===== config.mk =====
export PLATFORM = sky130hd
export DESIGN_NAME = tmc_ctrl
export DESIGN_NICKNAME = d
export VERILOG_FILES = /design/src/tmc_pkg.sv /design/src/tmc_sched_if.sv /design/src/tmc_ctrl.sv /design/src/tmc_conv_sched.sv
export SDC_FILE = /design/constraint.sdc
export NUM_CORES = 1
export LEC_CHECK = 0
export CORE_ASPECT_RATIO = 1.5
export CORE_MARGIN = 5
export CORE_UTILIZATION = 30
export CTS_BUF_LIST = sky130_fd_sc_hd__clkbuf_4 sky130_fd_sc_hd__clkbuf_8
export DETAILED_ROUTE_END_ITERATION = 12
export DONT_BUFFER_PORTS = 1
export SETUP_SLACK_MARGIN = 0.5
export SLEW_MARGIN = 20
export SYNTH_ARGS = -nofsm -noshare
export SYNTH_HDL_FRONTEND = slang
export SYNTH_SLANG_ARGS = --single-unit

===== constraint.sdc =====
create_clock -name mclk_i -period 11.8 [get_ports mclk_i]
set_clock_uncertainty 0.2 [all_clocks]
set_input_delay 1.18 -clock mclk_i [delete_from_list [all_inputs] [get_ports mclk_i]]
set_output_delay 1.18 -clock mclk_i [all_outputs]
set_load 0.05 [all_outputs]

===== src/tmc_pkg.sv =====
// Constants, register map and types for the temperature monitor control block.
// Assumes a single 125 MHz clock; all counts are derived from that rate.
package tmc_pkg;

  // Clock and timing
  localparam int unsigned CLK_HZ            = 125_000_000;       // System clock rate
  localparam int unsigned CONV_TIME_MS      = 60;                // Three-zone conversion time
  localparam int unsigned CONV_CYCLES       = CLK_HZ / 1000 * CONV_TIME_MS;
  localparam int unsigned BASE_RATE_HZ      = 1;                 // Slowest selectable rate
  localparam int unsigned PERIOD_BASE_CYC   = CLK_HZ / BASE_RATE_HZ;
  localparam int unsigned CNT_W             = 27;                // Holds one second of cycles

  // Register addresses (separate read and write addresses where they differ)
  localparam logic [7:0] ADDR_INT_HI        = 8'h00;
  localparam logic [7:0] ADDR_INT_LO        = 8'h23;
  localparam logic [7:0] ADDR_REM1_HI       = 8'h01;
  localparam logic [7:0] ADDR_REM1_LO       = 8'h10;
  localparam logic [7:0] ADDR_REM2_HI       = 8'hf8;
  localparam logic [7:0] ADDR_REM2_LO       = 8'hf9;
  localparam logic [7:0] ADDR_EXT1_HI       = 8'hfa;
  localparam logic [7:0] ADDR_EXT1_LO       = 8'hfb;
  localparam logic [7:0] ADDR_EXT2_HI       = 8'hfc;
  localparam logic [7:0] ADDR_EXT2_LO       = 8'hfd;
  localparam logic [7:0] ADDR_STATUS        = 8'h02;
  localparam logic [7:0] ADDR_CFG_RD        = 8'h03;
  localparam logic [7:0] ADDR_CFG_WR        = 8'h09;
  localparam logic [7:0] ADDR_ONE_SHOT      = 8'h0f;
  localparam logic [7:0] ADDR_IDEAL1        = 8'h27;
  localparam logic [7:0] ADDR_IDEAL2        = 8'h28;

  // Reset values and field positions
  localparam logic [7:0] CFG_RESET          = 8'h47;
  localparam logic [7:0] IDEAL_RESET        = 8'h12;
  localparam int unsigned CFG_STANDBY_BIT   = 6;
  localparam int unsigned CFG_RATE_LSB      = 0;
  localparam int unsigned CFG_RATE_MSB      = 2;
  localparam int unsigned STATUS_BUSY_BIT   = 7;
  localparam int unsigned IDEAL_W           = 6;                 // Significant ideality bits
  localparam logic [2:0] RATE_MIN_CODE      = 3'h3;              // 1 conversion per second

  // Temperature codes
  localparam int unsigned TEMP_W            = 11;
  localparam logic [10:0] TEMP_FAULT        = 11'h400;           // Diode fault marker
  localparam logic [10:0] TEMP_EXT_MIN      = 11'h401;           // Extended lower clamp
  localparam logic signed [11:0] EXT_OFFSET = 12'sh200;          // 64 degrees in 1/8 steps
  localparam logic signed [11:0] EXT_FLOOR  = -12'sh3ff;         // Lowest extended value

  // Scheduler states
  typedef enum logic [1:0] {SCHED_IDLE, SCHED_CONVERT, SCHED_WAIT} tmc_sched_state_t;

endpackage


===== src/tmc_sched_if.sv =====
// Link between the register file and the conversion scheduler.
// Assumes both ends run on the same clock.
`timescale 1ns/1ns
interface tmc_sched_if;
  logic [2:0] rate_sel;     // Conversion rate code
  logic       standby;      // Standby mode select
  logic       one_shot;     // One-cycle one-shot trigger
  logic       busy;         // Conversion in progress
  logic       conv_start;   // Pulse: conversion begins
  logic       conv_done;    // Pulse: conversion ended

  modport ctrl  (output rate_sel, standby, one_shot, input busy, conv_start, conv_done);
  modport sched (input rate_sel, standby, one_shot, output busy, conv_start, conv_done);
endinterface


===== src/tmc_ctrl.sv =====
// Functional notes
// RULE_01 - Rate select in configuration bits zero to two
// RULE_02 - Codes 3..7 give 1..16 conversions per second
// RULE_03 - One three-zone conversion lasts about 60 ms
// RULE_04 - Configuration bit six: 0 run, 1 standby
// RULE_05 - Run mode converts repeatedly at programmed rate
// RULE_06 - Standby stops conversions, powers measurement down
// RULE_07 - Register access works in both modes
// RULE_08 - One-shot write in standby runs one cycle
// RULE_09 - After one-shot, back to standby, results readable
// RULE_10 - Ideality registers reset to 12h
// RULE_11 - Low six ideality bits drive diode correction
// RULE_12 - Status bit seven high while converting
// RULE_13 - Legacy and extended results update together
// RULE_14 - One-shot write triggers, stores nothing
//
// Top of the temperature monitor control: register file, result capture and
// conversion scheduling. Assumes the register port is driven by the serial
// slave already decoded to byte accesses, synchronous to mclk_i.
`timescale 1ns/1ns
module tmc_ctrl import tmc_pkg::*; #(
  parameter int unsigned CONV_CYC   = CONV_CYCLES,
  parameter int unsigned PERIOD_CYC = PERIOD_BASE_CYC
) (
  // Clock and reset
  input  wire logic               mclk_i,
  input  wire logic               rst_n_i,
  // Register access port
  input  wire logic               reg_wr_i,
  input  wire logic               reg_rd_i,
  input  wire logic [7:0]         reg_addr_i,
  input  wire logic [7:0]         reg_wdata_i,
  output logic      [7:0]         reg_rdata_o,
  // Measurement front end
  input  wire logic [TEMP_W-1:0]  int_temp_i,
  input  wire logic [TEMP_W-1:0]  rem1_temp_i,
  input  wire logic [TEMP_W-1:0]  rem2_temp_i,
  output logic                    meas_enable_o,
  output logic                    conv_start_o,
  output logic                    standby_o,
  output logic      [IDEAL_W-1:0] ideal_code1_o,
  output logic      [IDEAL_W-1:0] ideal_code2_o
);

  tmc_sched_if sif ();

  logic [7:0]        cfg;            // Configuration register
  logic [7:0]        next_cfg;
  logic [7:0]        ideal [2];      // Ideality registers, remote 1 and 2
  logic [7:0]        next_ideal [2];
  logic [TEMP_W-1:0] leg [3];        // Legacy results: internal, remote 1, 2
  logic [TEMP_W-1:0] next_leg [3];
  logic [TEMP_W-1:0] ext [2];        // Extended results, remote 1 and 2
  logic [TEMP_W-1:0] next_ext [2];
  logic [TEMP_W-1:0] ext_calc [2];   // Extended form of fresh samples
  logic [TEMP_W-1:0] raw [3];        // Front end samples
  logic [1:0]        fault;          // Diode fault flags
  logic [1:0]        next_fault;
  logic [7:0]        rdata;          // Read mux output
  logic [7:0]        status;         // Status byte
  logic              one_shot_p;     // Registered one-shot trigger
  logic              next_one_shot_p;

  assign raw[0] = int_temp_i;
  assign raw[1] = rem1_temp_i;
  assign raw[2] = rem2_temp_i;

  // Controller side of the scheduler link
  assign sif.rate_sel = cfg[CFG_RATE_MSB:CFG_RATE_LSB]; // RULE_01
  assign sif.standby  = cfg[CFG_STANDBY_BIT];           // RULE_04
  assign sif.one_shot = one_shot_p;

  tmc_conv_sched #(
    .CONV_CYC   (CONV_CYC),
    .PERIOD_CYC (PERIOD_CYC)
  ) u_sched (
    .mclk_i  (mclk_i),
    .rst_n_i (rst_n_i),
    .sif     (sif)
  );

  // Extended format per remote: subtract 64 degrees, clamp, keep fault code
  for (genvar g = 0; g < 2; g++) begin : g_ext
    logic signed [11:0] diff;
    assign diff = $signed({raw[g+1][TEMP_W-1], raw[g+1]}) - EXT_OFFSET;
    always_comb begin
      if (raw[g+1] == TEMP_FAULT) begin
        ext_calc[g] = TEMP_FAULT;
      end else if (diff < EXT_FLOOR) begin
        ext_calc[g] = TEMP_EXT_MIN;
      end else begin
        ext_calc[g] = diff[TEMP_W-1:0];
      end
    end
  end

  assign status = {sif.busy, 5'h00, fault}; // RULE_12

  // Read mux; unmapped addresses read zero
  always_comb begin
    rdata = 8'h00;
    if (reg_addr_i == ADDR_INT_HI) begin
      rdata = leg[0][10:3];
    end else if (reg_addr_i == ADDR_INT_LO) begin
      rdata = {leg[0][2:0], 5'h00};
    end else if (reg_addr_i == ADDR_REM1_HI) begin
      rdata = leg[1][10:3];
    end else if (reg_addr_i == ADDR_REM1_LO) begin
      rdata = {leg[1][2:0], 5'h00};
    end else if (reg_addr_i == ADDR_REM2_HI) begin
      rdata = leg[2][10:3];
    end else if (reg_addr_i == ADDR_REM2_LO) begin
      rdata = {leg[2][2:0], 5'h00};
    end else if (reg_addr_i == ADDR_EXT1_HI) begin
      rdata = ext[0][10:3];
    end else if (reg_addr_i == ADDR_EXT1_LO) begin
      rdata = {ext[0][2:0], 5'h00};
    end else if (reg_addr_i == ADDR_EXT2_HI) begin
      rdata = ext[1][10:3];
    end else if (reg_addr_i == ADDR_EXT2_LO) begin
      rdata = {ext[1][2:0], 5'h00};
    end else if (reg_addr_i == ADDR_STATUS) begin
      rdata = status;
    end else if (reg_addr_i == ADDR_CFG_RD) begin
      rdata = cfg;
    end else if (reg_addr_i == ADDR_IDEAL1) begin
      rdata = ideal[0];
    end else if (reg_addr_i == ADDR_IDEAL2) begin
      rdata = ideal[1];
    end
  end

  // Next values for registers; access never depends on mode
  always_comb begin
    next_cfg        = cfg;
    next_ideal      = ideal;
    next_leg        = leg;
    next_ext        = ext;
    next_fault      = fault;
    next_one_shot_p = 1'b0;
    if (reg_wr_i) begin // RULE_07
      if (reg_addr_i == ADDR_CFG_WR) begin
        next_cfg = reg_wdata_i;
      end else if (reg_addr_i == ADDR_ONE_SHOT) begin
        // Data byte ignored; only the strobe matters
        next_one_shot_p = 1'b1; // RULE_14
      end else if (reg_addr_i == ADDR_IDEAL1) begin
        next_ideal[0] = reg_wdata_i;
      end else if (reg_addr_i == ADDR_IDEAL2) begin
        next_ideal[1] = reg_wdata_i;
      end
    end
    // All result formats refresh in the same cycle
    if (sif.conv_done) begin // RULE_13
      next_leg   = raw;
      next_ext   = ext_calc;
      next_fault = {raw[2] == TEMP_FAULT, raw[1] == TEMP_FAULT};
    end
  end

  // Register file and output flops
  always_ff @(posedge mclk_i or negedge rst_n_i) begin
    if (!rst_n_i) begin
      cfg           <= CFG_RESET;
      ideal         <= '{IDEAL_RESET, IDEAL_RESET}; // RULE_10
      leg           <= '{'0, '0, '0};
      ext           <= '{'0, '0};
      fault         <= '0;
      one_shot_p    <= 1'b0;
      reg_rdata_o   <= 8'h00;
      meas_enable_o <= 1'b0;
      conv_start_o  <= 1'b0;
      standby_o     <= 1'b1;
      ideal_code1_o <= IDEAL_RESET[IDEAL_W-1:0];
      ideal_code2_o <= IDEAL_RESET[IDEAL_W-1:0];
    end else begin
      cfg           <= next_cfg;
      ideal         <= next_ideal;
      leg           <= next_leg;
      ext           <= next_ext;
      fault         <= next_fault;
      one_shot_p    <= next_one_shot_p;
      if (reg_rd_i) begin
        reg_rdata_o <= rdata;
      end
      // Front end powered only while a cycle runs
      meas_enable_o <= sif.busy; // RULE_06
      conv_start_o  <= sif.conv_start;
      standby_o     <= cfg[CFG_STANDBY_BIT];
      // Upper ideality bits are ignored by the correction
      ideal_code1_o <= ideal[0][IDEAL_W-1:0]; // RULE_11
      ideal_code2_o <= ideal[1][IDEAL_W-1:0]; // RULE_11
    end
  end
endmodule // tmc_ctrl


===== src/tmc_conv_sched.sv =====
// Conversion scheduler: times conversion cycles and the gaps between them.
// Assumes the controller holds rate and mode steady as register levels.
`timescale 1ns/1ns
module tmc_conv_sched import tmc_pkg::*; #(
  parameter int unsigned CONV_CYC   = CONV_CYCLES,
  parameter int unsigned PERIOD_CYC = PERIOD_BASE_CYC
) (
  // Clock and reset
  input wire logic     mclk_i,
  input wire logic     rst_n_i,
  // Controller link
  tmc_sched_if.sched   sif
);

  tmc_sched_state_t   state;        // Scheduler state
  tmc_sched_state_t   next_state;
  logic [CNT_W-1:0]   cnt;          // Cycles since last start
  logic [CNT_W-1:0]   next_cnt;
  logic               start_p;      // Registered start pulse
  logic               next_start_p;
  logic               done_p;       // Registered done pulse
  logic               next_done_p;
  logic [CNT_W-1:0]   period;       // Cycles between starts

  // Period halves per rate step; reserved codes fall back to the slowest rate
  always_comb begin
    if (sif.rate_sel >= RATE_MIN_CODE) begin
      period = CNT_W'(PERIOD_CYC) >> (sif.rate_sel - RATE_MIN_CODE); // RULE_02
    end else begin
      period = CNT_W'(PERIOD_CYC);
    end
  end

  // Next state of the scheduler
  always_comb begin
    next_state   = state;
    next_cnt     = cnt + 1'b1;
    next_start_p = 1'b0;
    next_done_p  = 1'b0;
    case (state)
      SCHED_IDLE: begin
        next_cnt = '0;
        // Run mode starts at once; standby waits for a one-shot
        if (!sif.standby || sif.one_shot) begin // RULE_05 RULE_08
          next_state   = SCHED_CONVERT;
          next_start_p = 1'b1;
        end
      end
      SCHED_CONVERT: begin
        // Fixed-length cycle across all three zones
        if (cnt == CNT_W'(CONV_CYC - 1)) begin // RULE_03
          next_done_p = 1'b1;
          // Standby after the cycle powers down again
          next_state  = sif.standby ? SCHED_IDLE : SCHED_WAIT; // RULE_09
        end
      end
      SCHED_WAIT: begin
        if (sif.standby) begin
          next_state = SCHED_IDLE; // RULE_06
        end else if (cnt >= period - 1'b1) begin
          // Restart at the programmed interval
          next_state   = SCHED_CONVERT; // RULE_05
          next_cnt     = '0;
          next_start_p = 1'b1;
        end
      end
      default: next_state = SCHED_IDLE;
    endcase
  end

  // Scheduler registers
  always_ff @(posedge mclk_i or negedge rst_n_i) begin
    if (!rst_n_i) begin
      state   <= SCHED_IDLE;
      cnt     <= '0;
      start_p <= 1'b0;
      done_p  <= 1'b0;
    end else begin
      state   <= next_state;
      cnt     <= next_cnt;
      start_p <= next_start_p;
      done_p  <= next_done_p;
    end
  end

  assign sif.busy       = (state == SCHED_CONVERT); // RULE_12
  assign sif.conv_start = start_p;
  assign sif.conv_done  = done_p;

  // Helper: busy cycles already completed; equals the full length on the done cycle
  logic [CNT_W-1:0] busy_len;
  always_ff @(posedge mclk_i or negedge rst_n_i) begin
    if (!rst_n_i) begin
      busy_len <= '0;
    end else if (sif.conv_start) begin
      busy_len <= CNT_W'(1);
    end else if (sif.busy) begin
      busy_len <= busy_len + 1'b1;
    end
  end
endmodule // tmc_conv_sched


Yosys cells after proc, flatten, opt, wreduce, memory -nomap -nowiden
Cells that the tools add are included.
{"block": "classes", "multipliers": 0, "n_addsub": 5, "n_eq_ne": 23, "n_shift": 1, "magnitude_cmp": 4, "n_bitwise": 3, "div_mod_pow": 0, "n_reduce_logical": 8, "n_mux": 37}
{"operator": "$mux W8", "count": 14}
{"operator": "$mux W27", "count": 3}
{"operator": "$pmux W27 S2", "count": 1}
{"operator": "$eq A8 B8 Y1 const B", "count": 6}
{"operator": "$mux W11", "count": 4}
{"operator": "$add A27 B1 Y27 const B", "count": 1}
{"operator": "$eq A27 B23 Y1 const B", "count": 1}
{"operator": "$ge A27 B27 Y1", "count": 1}
{"operator": "$shr A27 B3 Y27 const A", "count": 1}
{"operator": "$sub A27 B1 Y27 const B", "count": 1}
{"operator": "$eq A8 B6 Y1 const B", "count": 3}
{"operator": "$lt A12 B11 Y1 const B", "count": 2}
{"operator": "$sub A11 B11 Y12 const B", "count": 2}
{"operator": "$eq A11 B11 Y1 const B", "count": 2}
{"operator": "$eq A8 B2 Y1 const B", "count": 2}
{"operator": "$eq A8 B4 Y1 const B", "count": 2}
{"operator": "$mux W2", "count": 5}
{"operator": "$eq A8 B1 Y1 const B", "count": 1}
{"operator": "$eq A8 B5 Y1 const B", "count": 1}
{"operator": "$logic_not A8 Y1", "count": 1}
{"operator": "$mux W1", "count": 8}
{"operator": "$pmux W2 S3", "count": 1}
{"operator": "$reduce_and A5 Y1", "count": 1}
{"operator": "$ne A2 B1 Y1 const B", "count": 2}
{"operator": "13 further kinds", "count": 15}
{"block": "totals", "register_bits": 136, "n_memories": 0, "mem_bits_ro": 0, "latch_bits": 0, "mem_bits_rw": 0}

Depth between registers and ports, before layout
Gate-level depths: netlist of run 1.
{"block": "logic_depth", "depth_word": 15, "mapped_depth": 18, "ltp_nobuf": 16}

Hierarchy
Synthesis of run 1 repeated with hierarchy kept, for this count alone.
{"block": "unflattened", "cells_unflattened": 743, "hier_area_um2": 7706.1}
{"module": "tmc_ctrl", "cells_each": 395, "area_per_inst_um2": 4803.4, "n_inst": 1, "seq_area_each_um2": 2643.8}
{"module": "tmc_conv_sched", "cells_each": 348, "area_per_inst_um2": 2902.8, "n_inst": 1, "seq_area_each_um2": 775.7}

Worst setup path after synthesis of run 1
No wires, ideal clock.
{"block": "synth_path", "path_type": "register -> register", "from": "register cfg[2]", "to": "register u_sched.cnt[10]", "t_required_ns": 11.468, "setup_time_ns": 0.132, "slack_ns": 7.584, "arrival_ns": 3.884, "stages_incl_launch_ff": 19, "cell_sequence": "dfstp_2 > clkbuf_1 > inv_1 > ha_1 > clkbuf_1 > clkbuf_1 > nand3_1 > ha_1 > o21ai_0 > nor3_1 > xnor2_1 > ha_1 > and4_1 > o21ai_0 > a311oi_1 > o211ai_1 > nand2_1 > clkbuf_1 > nor2_1"}
{"block": "synth_via", "elab_chain_len": 8, "elab_cells_between_ends": 9, "classes_between": "add/sub (2); order compare (2); shift (1); mux (4)"}
{"item": "from (decl)", "line": "tmc_ctrl.sv:47", "source": "logic [7:0] cfg;"}
{"item": "from (signal assigned)", "line": "tmc_ctrl.sv:177", "source": "cfg <= next_cfg;"}
{"item": "$sub A3 B2 Y3", "line": "tmc_conv_sched.sv:28", "source": "period = CNT_W'(PERIOD_CYC) >> (sif.rate_sel - RATE_MIN_CODE);"}
{"item": "$shr A27 B3 Y27", "line": "tmc_conv_sched.sv:28"}
{"item": "$mux W27 (*)", "line": "tmc_conv_sched.sv:27", "source": "if (sif.rate_sel >= RATE_MIN_CODE) begin"}
{"item": "$sub A27 B1 Y27 (*)", "line": "tmc_conv_sched.sv:60", "source": "end else if (cnt >= period - 1'b1) begin"}
{"item": "$ge A27 B27 Y1 (*)", "line": "tmc_conv_sched.sv:60"}
{"item": "$mux W27 (*)", "line": "tmc_conv_sched.sv:60"}
{"item": "$mux W27 (*)", "line": "tmc_conv_sched.sv:58", "source": "if (sif.standby) begin"}
{"item": "$pmux W27 S2 (*)", "line": "tmc_conv_sched.sv:40", "source": "case (state)"}
{"item": "named net u_sched.next_cnt[10]", "line": "tmc_conv_sched.sv:18", "source": "logic [CNT_W-1:0] next_cnt;"}
{"item": "to (signal assigned)", "line": "tmc_conv_sched.sv:80", "source": "cnt <= next_cnt;"}
{"item": "to (decl)", "line": "tmc_conv_sched.sv:17", "source": "logic [CNT_W-1:0] cnt;"}
Mark *: on every way through the listed nets, which the timed path passes. The rest lies on a longest branch.
A chain may end at the register's enable or synchronous reset.

Final worst setup path of run 1
{"block": "layout_path", "from": "register cfg[0]", "to": "register u_sched.cnt[13]"}
Same word-level chain as after synthesis.

==> impl_results.md, run 1 <==
- Hold Buf Count CTS: 0
- GR peak layer: met2
- Req. time, crit path: 11890 ps
- Row count: 69
- Initial DRC count: 317
- Commonest non-fill, non-tap cell in the layout: dfrtp_1
- Nets@finish: 811
- Synth area leaders: dfrtp_1 (42%), ha_1 (6.7%), mux2_2 (6.3%)
- Vias per Instance: 5.13
- Most common flop cell mapped by yosys: dfrtp_1
- Worst Path Arrival: 4690 ps
- LEAKAGE: 3.59 nW
- Die X: 137 um
- Port bufs: 0
- Net switching power: 0.000276 W
- Top-area cell type share of the netlist area: 42.3%
- GR Util met3: 3.49%
- Syn_nets: 817
- Ant. Diodes: 0
- Largest net degree at the start of global routing: 137
- Slew headroom: 39.6%
- Async SR Flop Fraction: 100%
- Post-synth cell types: 65
- Drt pass-1 iters: 5
- ANT nets after route: 0
- Final RePlAce weighted congestion: 0.896
- Status: finished, final reports clean
- Clock transition at path regs: 80 ps
- Clk sinks: 136
- Die footprint: 27500 um2
- Initial antenna violation count: 0
- Commonest cells after routing, fill and taps aside: dfrtp_1 (122), nor2_1 (70), inv_1 (55)
- Finish-stage setup viols: 0
- WL/cell: 18.6 um
- Placed instance count: 1019
- Synth area leader: dfrtp_1
- Max clock buf depth: 2
- Sw frac: 27.5%
- Chip height: 201 um
- Global-route met2 utilization: 26.6%
- Worst setup EP type: flop
- CTS tree: done
- Number of global-route vias before repair: 5596
- Total CTS buffers: 17
- Final hold viol count: 0
- Post-route DRC: 0
- Comb pwr share: 7.9%
- Critical path launch point type: flop
- PD cells: 125 nW/um2
- Detailed Place HPWL: 15100 um
- H-tree depth: 4
- Yosys Warn Count: 0
- Hold crit path type: flop to flop
- Syn-to-layout area delta: 9.96%
- WL final: 19600 um
- DR vias: 5387
- Post-CTS Resized: 0
- Share of cells above drive strength 1: 14.6%
- Root Buffer: clkbuf_8
- Mapped Area: 7280 um2
- Fin cells: 1051
- Seq pwr share: 52.3%
- Average size of a mapped cell: 10.0 um2
- Clk_lat worst skew: 450 ps
- Setup TNS: 0 ps
- Worst Tran Pin Value: 904 ps
- Period minus WS final: 4600 ps
- Power share of the clock group: 39.8%
- Post-synthesis register bit count: 136
- Slew Viols, Final: 0
- I/O Pins: 76
- P_int: 0.000726 W
- Grt total ovfl: 0
- Overall routing resource usage: 14.8%
- RSZ-0062 raised after global routing: false
- Syn Inst Count: 725
- First-pass GRT wire length: 31100 um
- Post-CTS Setup Inserts: 0
- Met1 GRT Util: 15.4%
- Max Cap Viol: 0
- EDFF count, synth: 0
- Crit Path Max Fanout: 26
- Initial Utilization: 30.5%
- Setup Crit Path Kind: flop to flop
- Worst IR drop on VDD: 78.8 uV
- Core Area: 23800 um2
- Fmax: 218 MHz
- Post-synthesis sequential area ratio: 47.0%
- Final critical-path share of the clock period: 38.9%
-- power groups by stage --
stage | clock network, W | registers, W | logic [W]
2_1_floorplan | 0 | 0.000523 | 0.0000662
3_3_place_gp | 0 | 0.000533 | 0.0000769
3_5_place_dp | 0 | 0.000534 | 0.0000794
4_1_cts | 0.000410 | 0.000525 | 0.0000796
5_1_grt | 0.000430 | 0.000528 | 0.0000894
6_report | 0.000398 | 0.000524 | 0.0000791
-- worst max-delay path, cell delays in order, from the launching register on --
cell,delay (ps)
dfstp_2,680
ha_1,210
ha_1,480
inv_1,230
nor3_1,240
o21ai_0,150
nor3_1,270
xnor2_1,100
ha_1,310
and4_1,220
o21ai_0,100
a311oi_1,300
o211ai_1,160
nand2_1,690
nor2_1,120
-- cell usage after synthesis, types with 2 or more instances --
master     instances
a2111oi_0          3
a211oi_1           3
a21boi_1           2
a21o_1             2
a21oi_1           29
a221oi_1           8
a22oi_1            9
a31oi_1            8
and2_1             4
and3_1            11
and3b_1            2
and4_1             5
buf_1              2
buf_2              5
clkbuf_1          20
dfrtp_1          123
dfstp_2           13
ha_1              39
inv_1             55
mux2_2            41
mux2i_1            5
mux4_2             3
nand2_1           54
nand2b_1           2
nand3_1           27
nand3_2            2
nand3b_1           2
nand4_1           13
nor2_1            70
nor2b_1            4
nor3_1            15
nor4_1             8
nor4b_1            2
o211ai_1           5
o21a_1             8
o21ai_0           35
o22ai_1           23
o31ai_1            5
o32a_1             2
or3_1              3
or4_1              3
xnor2_1            8
xnor2_4            2
xor2_1            19
-- layer usage --
metal / vias up / wire (um)
li1: 2590 / -
met1: 2650 / 6990
met2: 110 / 10900
met3: 37 / 787
met4: 0 / 912
met5: - / 0
-- layout make-up --
class                   instances  area, um2
clock buffers                  20        269
clock inverters                12        141
fillers                      2531      15800
inverters                      55        206
multi-input cells             507       3550
flip-flops and latches        136       3420
well taps                     319        399
repair buffers                  2       15.0
-- cells by family (layout without fill, tap and decap cells) --
kind of cell	count (synthesis)	in the layout	share of synthesized area (%)
AO/OA/AOI/OAI	156	156	13.9
XOR/XNOR	29	29	4.01
adder cells (fa/ha/maj)	39	39	6.71
buffers and inverters	82	89	4.32
flip-flops	136	136	47.0
multiplexers	49	49	7.96
AND/OR/NAND/NOR	234	234	16.1
-- stage by stage --
step                utilization [%]  area [um2]  hold slack [ps]  setup WS, ps  power, W
floorplan                         -        7280              131          7580  0.000589
global placement               31.9        7590              135          7270  0.000610
detailed placement             31.9        7590              136          7200  0.000613
CTS                            33.6        8000              156          7180   0.00101
global route                   33.6        8000              177          6620   0.00105
finish                         33.6        8000              154          7200   0.00100
-- sequential cells by signal, indices dropped and copies added, names as in the netlist --
signal                  flops
leg                        33
u_sched.cnt                27
ext                        22
ideal                      16
cfg                         8
reg_rdata_o                 8
ideal_code1_o               6
ideal_code2_o               6
fault                       2
u_sched.state               2
conv_start_o                1
meas_enable_o               1
one_shot_p                  1
standby_o                   1
u_sched.sif.conv_done       1
u_sched.sif.conv_start      1
-- final timing paths --
path                                              from         endpoint  slack, ps  depth (start not counted)
worst max register to register                  cfg[0]  u_sched.cnt[13]       7200                         14
worst max-delay path                            cfg[0]  u_sched.cnt[13]       7200                         14
min in group asynchronous                      rst_n_i           leg[5]        210                          0
worst min-delay path            u_sched.sif.conv_start     conv_start_o        150                          0
worst min register to register  u_sched.sif.conv_start     conv_start_o        150                          0
max in group asynchronous                      rst_n_i           cfg[0]      10840                          0
No activity file was read; power rests on OpenSTA's default activity.
==> run 2, diff against run 1 <==
--- a/config.mk
+++ b/config.mk
@@ -5,6 +5,7 @@
 export SDC_FILE = /design/constraint.sdc
 export NUM_CORES = 1
 export LEC_CHECK = 0
+export ABC_AREA = 1
 export CORE_ASPECT_RATIO = 1.5
 export CORE_MARGIN = 5
 export CORE_UTILIZATION = 30
==> constraint.sdc (replaced) <==
create_clock -name mclk_i -period 4.2 [get_ports mclk_i]
set_clock_uncertainty 0.2 [all_clocks]
set_input_delay 0.42 -clock mclk_i [delete_from_list [all_inputs] [get_ports mclk_i]]
set_output_delay 0.42 -clock mclk_i [all_outputs]
set_load 0.05 [all_outputs]
==> run 2 against run 1 <==
  * Wire length is 6.2% higher
  * Via count grew 15%
  * Critical endpoint is now u_sched.cnt[3]
  * Non-clock buffer count up 64
  * Sequential power grew to 2.9 times the previous value
  * Critical path type unchanged
  * Sequential share of layout area shrank 4.2 points
  * Cell count rose by 24%
==> impl_results.md, run 2 <==
- Crit-path cells: ha_4, ha_4, buf_8, buf_6, a211oi_4, nor2_2, nand2_2, nor3_2, xnor2_1, ha_1, a21oi_2, o21ai_2, nand2_1, o2111ai_2, nand3_2, nand3_2, o22ai_2, inv_4, clkbuf_16, nor2_1
- RSZ-0062 raised after global routing: false
- Syn-to-layout area delta: 21.3%
- Die X: 138 um
- Post-synthesis register bit count: 136
- Most common cell in the netlist: nand2_1
- Die footprint: 27700 um2
- Dpl ws: 275 ps
- HP Start: rem1_temp_i[9]
- Worst IR drop on VDD: 197 uV
- Worst setup EP type: flop
- Status: finished, final reports clean
- Reg2reg start: cfg[1]
- Share of cells above drive strength 1: 13.4%
- Post-route DRC: 0
- Core Area: 24300 um2
- P_int: 0.00216 W
- Power Total: 0.00315 W
- Syn_nets: 991
- Max reg flops: 33
- Row count: 70
- Post-layout instance area: 8880 um2
- Req. time, crit path: 4400 ps
- Seq pwr share: 47.7%
- Final RePlAce weighted congestion: 0.916
- Setup Crit Path Kind: flop to flop
- Commonest cells after routing, fill and taps aside: nand2_1 (219), dfrtp_1 (122), nor2_1 (90)
- Drt pass-1 iters: 4
- Biggest regs: leg x33, u_sched.cnt x27, ext x22
- Worst Path Arrival: 3810 ps
- H-tree depth: 4
- PD cells: 355 nW/um2
- Nets@finish: 1056
- Initial Utilization: 30.2%
- Slew headroom: 38.7%
- First-pass GRT wire length: 32300 um
- Overall routing resource usage: 15.1%
- Grt total ovfl: 0
- Setup TNS: 0 ps
- Hold crit path type: primary input to flop
- Ant. Diodes: 0
- Post-synth cell types: 40
- Crit Path Max Fanout: 7
- Fmax: 277 MHz
- Clk sinks: 136
- Post-synth top cells: nand2_1 (221), dfrtp_1 (123), nor2_1 (102)
- Finish-stage setup viols: 0
- Initial DRC count: 420
- LEAKAGE: 4.04 nW
- Commonest non-fill, non-tap cell in the layout: nand2_1
- Crit path max-delay cell type: dfstp_2
- WL final: 20800 um
- Initial antenna violation count: 0
- Placed cell area: 7700 um2
- Max stage delay on crit path: 620 ps
- Worst Tran Pin Value: 916 ps
- Net switching power: 0.000993 W
- Async SR Flop Fraction: 100%
- Slew Viols, Final: 0
- Chip height: 201 um
- Syn Inst Count: 899
- EDFF count, synth: 0
- Launch point of the worst path: cfg[1]
- Final critical-path share of the clock period: 86.1%
- Period minus WS final: 3620 ps
- Detailed Place HPWL: 15100 um
- DR vias: 6204
- Port bufs: 0
- Synth area leader: dfrtp_1
- Synth area leaders: dfrtp_1 (42%), nand2_1 (11%), ha_1 (6.7%)
- Largest net degree at the start of global routing: 137
- Sw frac: 31.5%
- Average size of a mapped cell: 8.14 um2
- Mapped Area: 7320 um2
- Yosys Warn Count: 0
- Number of global-route vias before repair: 6194
- Total CTS buffers: 17
- Cell family with most CP delay: compound AO/OA/AOI/OAI gates
- Clk_lat worst skew: 460 ps
- CTS tree: done
- Most common flop cell mapped by yosys: dfrtp_1
- I/O Pins: 76
- Power share of the clock group: 35.9%
- Vias per Instance: 4.77
- Critical path launch point type: flop
- Worst Setup Slack, final: 585 ps
- Clock transition at path regs: 90 ps
- Top-area cell type share of the netlist area: 42.1%
- WL/cell: 16.0 um
- Max Cap Viol: 0
- Comb pwr share: 16.4%
- Post-synthesis sequential area ratio: 46.7%
- Largest register by flop count: leg
- Root Buffer: clkbuf_8
- Final hold viol count: 0
- Max clock buf depth: 2
- ANT nets after route: 0
- Buffers plus inverters on the worst setup path: 4
-- run 2: per-stage QoR --
stage | hold slack [ps] | cells | util (%)
final | 48.8 | 1301 | 36.6
after global routing | 24.5 | 1301 | 36.6
after CTS | -596 | 1289 | 35.5
after detailed placement | -63.6 | 1209 | 31.8
after global placement | -63.6 | 1209 | 31.8
after floorplan | -75.6 | 899 | -
-- run 2: logic make-up (layout without fill, tap and decap cells) --
| kind of cell | Yosys count | after routing | share of synthesized area, % |
|---|---|---|---|
| and+or+nand+nor | 439 | 439 | 26.3 |
| AOI/OAI and AO/OA | 136 | 136 | 10.5 |
| DFF | 136 | 136 | 46.7 |
| buffers and inverters | 118 | 196 | 6.09 |
| adders and majority gates | 39 | 39 | 6.67 |
| xor gates and xnor gates | 31 | 31 | 3.71 |
-- run 2: timing repair --
item	in CTS	in global routing
setup endpoints to repair	27	29
gates cloned	0	2
gates resized for setup	2	42
buffers inserted	5	8
endpoints found under the hold margin	222	136
pin swaps	0	13
hold buffers	43	2
-- run 2: area by class of cell --
class | count | area [um2]
tap | 324 | 405
fill | 2478 | 15400
timing repair buffer | 66 | 683
multi-input combinational | 645 | 3580
clock buffer | 18 | 248
sequential | 136 | 3420
clock inverter | 14 | 163
inverter | 98 | 375
-- run 2: worst reg2reg max path, stage by stage, from the launching register on --
cell       delay, ps
dfstp_2          620
ha_4             170
ha_4             210
buf_8            140
buf_6            130
a211oi_4         260
nor2_2            70
nand2_2           90
nor3_2            50
xnor2_1          130
ha_1             360
a21oi_2          160
o21ai_2           70
nand2_1           60
o2111ai_2        110
nand3_2          100
nand3_2           90
o22ai_2          180
inv_4            100
clkbuf_16        170
nor2_1            80
-- run 2: path summary, 6_finish.rpt --
| check | end | slack (ps) | cells after the start |
|---|---|---|---|
| setup / recovery | u_sched.cnt[3] | 580 | 20 |
| hold / removal | fault[0] | 50 | 3 |
| setup reg to reg | u_sched.cnt[3] | 580 | 20 |
| hold reg to reg | ideal_code1_o[1] | 190 | 0 |
| max in group asynchronous | u_sched.sif.conv_done | 2830 | 2 |
| min in group asynchronous | ideal[8] | 390 | 2 |
-- run 2: metal layers --
layer	GRT usage (%)	vias to the layer above	share of wire (%)
met5	0	-	0
met4	6.74	0	3.7
met3	3.33	45	3.9
met2	28.3	143	55
met1	15.8	2922	37
li1	-	3094	-
-- run 2: power groups by stage --
stage                     combinational [W]  clock (W)  sequential [W]
final                              0.000516    0.00113         0.00150
after global placement             0.000325          0         0.00153
after floorplan                    0.000238          0         0.00151
after global routing               0.000567    0.00122         0.00151
after CTS                          0.000400    0.00117         0.00150
after detailed placement           0.000332          0         0.00153
==> run 3, diff against run 2 <==
--- a/config.mk
+++ b/config.mk
@@ -8,10 +8,11 @@
 export ABC_AREA = 1
 export CORE_ASPECT_RATIO = 1.5
 export CORE_MARGIN = 5
-export CORE_UTILIZATION = 30
+export CORE_UTILIZATION = 60
 export CTS_BUF_LIST = sky130_fd_sc_hd__clkbuf_4 sky130_fd_sc_hd__clkbuf_8
 export DETAILED_ROUTE_END_ITERATION = 12
 export DONT_BUFFER_PORTS = 1
+export PLACE_DENSITY = 0.79
 export SETUP_SLACK_MARGIN = 0.5
 export SLEW_MARGIN = 20
 export SYNTH_ARGS = -nofsm -noshare
==> run 3 against run 2 <==
  * The flow now finishes with violations (hold timing)
  * Total power shrank 4.5%
  * Largest power group unchanged
  * Sequential cell count is the same
  * Highest routed layer unchanged
  * Largest cell class unchanged
  * Die area shrank 47%
  * Critical endpoint is now u_sched.cnt[7]
  * Register-to-register slack lost 70 ps
  * Via count grew 4.0%
  * Clock-buffer cell count grew 3
==> impl_results.md, run 3 (same netlist as run 2, synthesis figures left out) <==
- Max clock buf depth: 2
- Worst IR drop on VDD: 269 uV
- Number of global-route vias before repair: 6508
- Critical path launch point type: flop
- Grt total ovfl: 0
- DR vias: 6455
- Period minus WS final: 3680 ps
- Syn-to-layout area delta: 16.3%
- Failing checks: hold timing
- Vias per Instance: 5.76
- I/O Pins: 76
- Status: complete, but fails checks
- Biggest regs: leg x33, u_sched.cnt x27, ext x22
- Placed cell area: 7470 um2
- Finish-stage setup viols: 0
- Placed instance count: 1036
- Largest register by flop count: leg
- Cell family with most CP delay: simple AND/OR/NAND/NOR gates
- Final hold viol count: 136
- Hold Buf Count CTS: 43
- Overall routing resource usage: 27.1%
- Row count: 49
- Worst Path Arrival: 3850 ps
- Worst setup EP type: flop
- Clk_lat worst skew: 440 ps
- Crit-path cells: clkinvlp_4, ha_4, or2_2, o21ai_1, inv_1, nor3_2, xnor2_1, ha_1, a21oi_1, o21ai_0, nand2_1, o2111ai_1, nand3_1, nand3_1, o22ai_2, inv_2, buf_12, nor2_1
- Hold crit path type: primary input to async pin
- Core Area: 12000 um2
- R2r endpoint: u_sched.cnt[7]
- Crit path depth: 18
- CTS tree: done
- WL/cell: 16.9 um
- Die footprint: 14500 um2
- Worst Tran Pin Value: 781 ps
- Clock transition at path regs: 80 ps
- Worst setup endpoint: u_sched.cnt[7]
- Buffers plus inverters on the worst setup path: 4
- Setup Crit Path Kind: flop to flop
- RSZ-0062 raised after global routing: false
- Req. time, crit path: 4370 ps
- R2R Setup Slk: 520 ps
- Fin cells: 1120
- Crit Path Max Fanout: 27
- Chip height: 145 um
- Initial Utilization: 61.2%
- Hold slack: -529 ps
- Root Buffer: clkbuf_8
- Top cell by count, worst path: nand3_1
- Nets@finish: 1046
- PD cells: 353 nW/um2
- Launch point of the worst path: cfg[0]
- Total CTS buffers: 17
- Port bufs: 0
- Drt pass-1 iters: 5
- Slew Viols, Final: 0
- Detailed Place HPWL: 13500 um
- Largest net degree at the start of global routing: 137
- Initial antenna violation count: 0
- Clk sinks: 136
- Max reg flops: 33
- LEAKAGE: 3.98 nW
- R2R cell count: 18
- Util after Layout: 71.2%
- Post-layout instance area: 8510 um2
- Max stage delay on crit path: 610 ps
- Die X: 100 um
- Final critical-path share of the clock period: 87.6%
- Commonest cells after routing, fill and taps aside: nand2_1 (218), dfrtp_1 (122), nor2_1 (96)
- Commonest non-fill, non-tap cell in the layout: nand2_1
- WL final: 18900 um
- Crit path max-delay cell type: dfstp_2
- Fmax: 272 MHz
- Slew headroom: 47.8%
- H-tree depth: 4
- ANT nets after route: 0
- Share of cells above drive strength 1: 11.5%
- Reg2reg start: cfg[0]
- First-pass GRT wire length: 31300 um
- Max Cap Viol: 0
- Post-route DRC: 0
- Setup TNS: 0 ps
- Final RePlAce weighted congestion: 0.954
- Initial DRC count: 408
- Ant. Diodes: 0
[run 3: final cells by class]
cell class / instances / area [um2]
multi-input combinational: 645 / 3550
fill: 931 / 3450
sequential: 136 / 3420
timing repair buffer: 56 / 553
inverter: 98 / 377
clock buffer: 21 / 283
tap: 153 / 191
clock inverter: 11 / 134
[run 3: per-stage QoR]
| stage | total power, W | setup slack, ps | hold slack, ps |
|---|---|---|---|
| 2_1_floorplan | 0.00175 | 607 | -75.6 |
| 3_3_place_gp | 0.00184 | 375 | -69.3 |
| 3_5_place_dp | 0.00185 | 228 | -69.3 |
| 4_1_cts | 0.00301 | 518 | -557 |
| 5_1_grt | 0.00315 | 382 | -568 |
| 6_report | 0.00301 | 519 | -529 |
[run 3: worst min path at each step]
stage / startpoint / slack (ps) / to / depth (start not counted)
final: rst_n_i / -530 / u_sched.cnt[2] / 0
after detailed placement: rst_n_i / -70 / ideal_code2_o[0] / 0
after global placement: rst_n_i / -70 / ideal_code2_o[2] / 0
after CTS: rst_n_i / -560 / u_sched.cnt[18] / 0
after floorplan: rst_n_i / -80 / cfg[3] / 0
after global routing: rst_n_i / -570 / ideal_code2_o[0] / 0
[run 3: what timing repair did]
| item | CTS | global route |
|---|---|---|
| setup endpoints to repair | 29 | 30 |
| gates resized for setup | 5 | 25 |
| hold endpoints to repair | 216 | 136 |
| pin swaps | 0 | 5 |
| buffers inserted | 1 | 8 |
[run 3: metal layers]
metal  vias to the layer above  global-route usage [%]  share of wire, %
met2                       258                    47.6                53
met5                         -                       0                 0
met3                        91                    5.86               5.0
met4                         0                    15.4               6.5
met1                      3029                    29.4                36
li1                       3077                       -                 -
[run 3: power breakdown]
| group | leakage [nW] | switching [W] | internal [W] |
|---|---|---|---|
| clock | 0.212 | 0.000533 | 0.000592 |
| sequential | 1.54 | 0.000124 | 0.00138 |
| combinational | 2.23 | 0.000225 | 0.000158 |
| total | 3.98 | 0.000882 | 0.00213 |
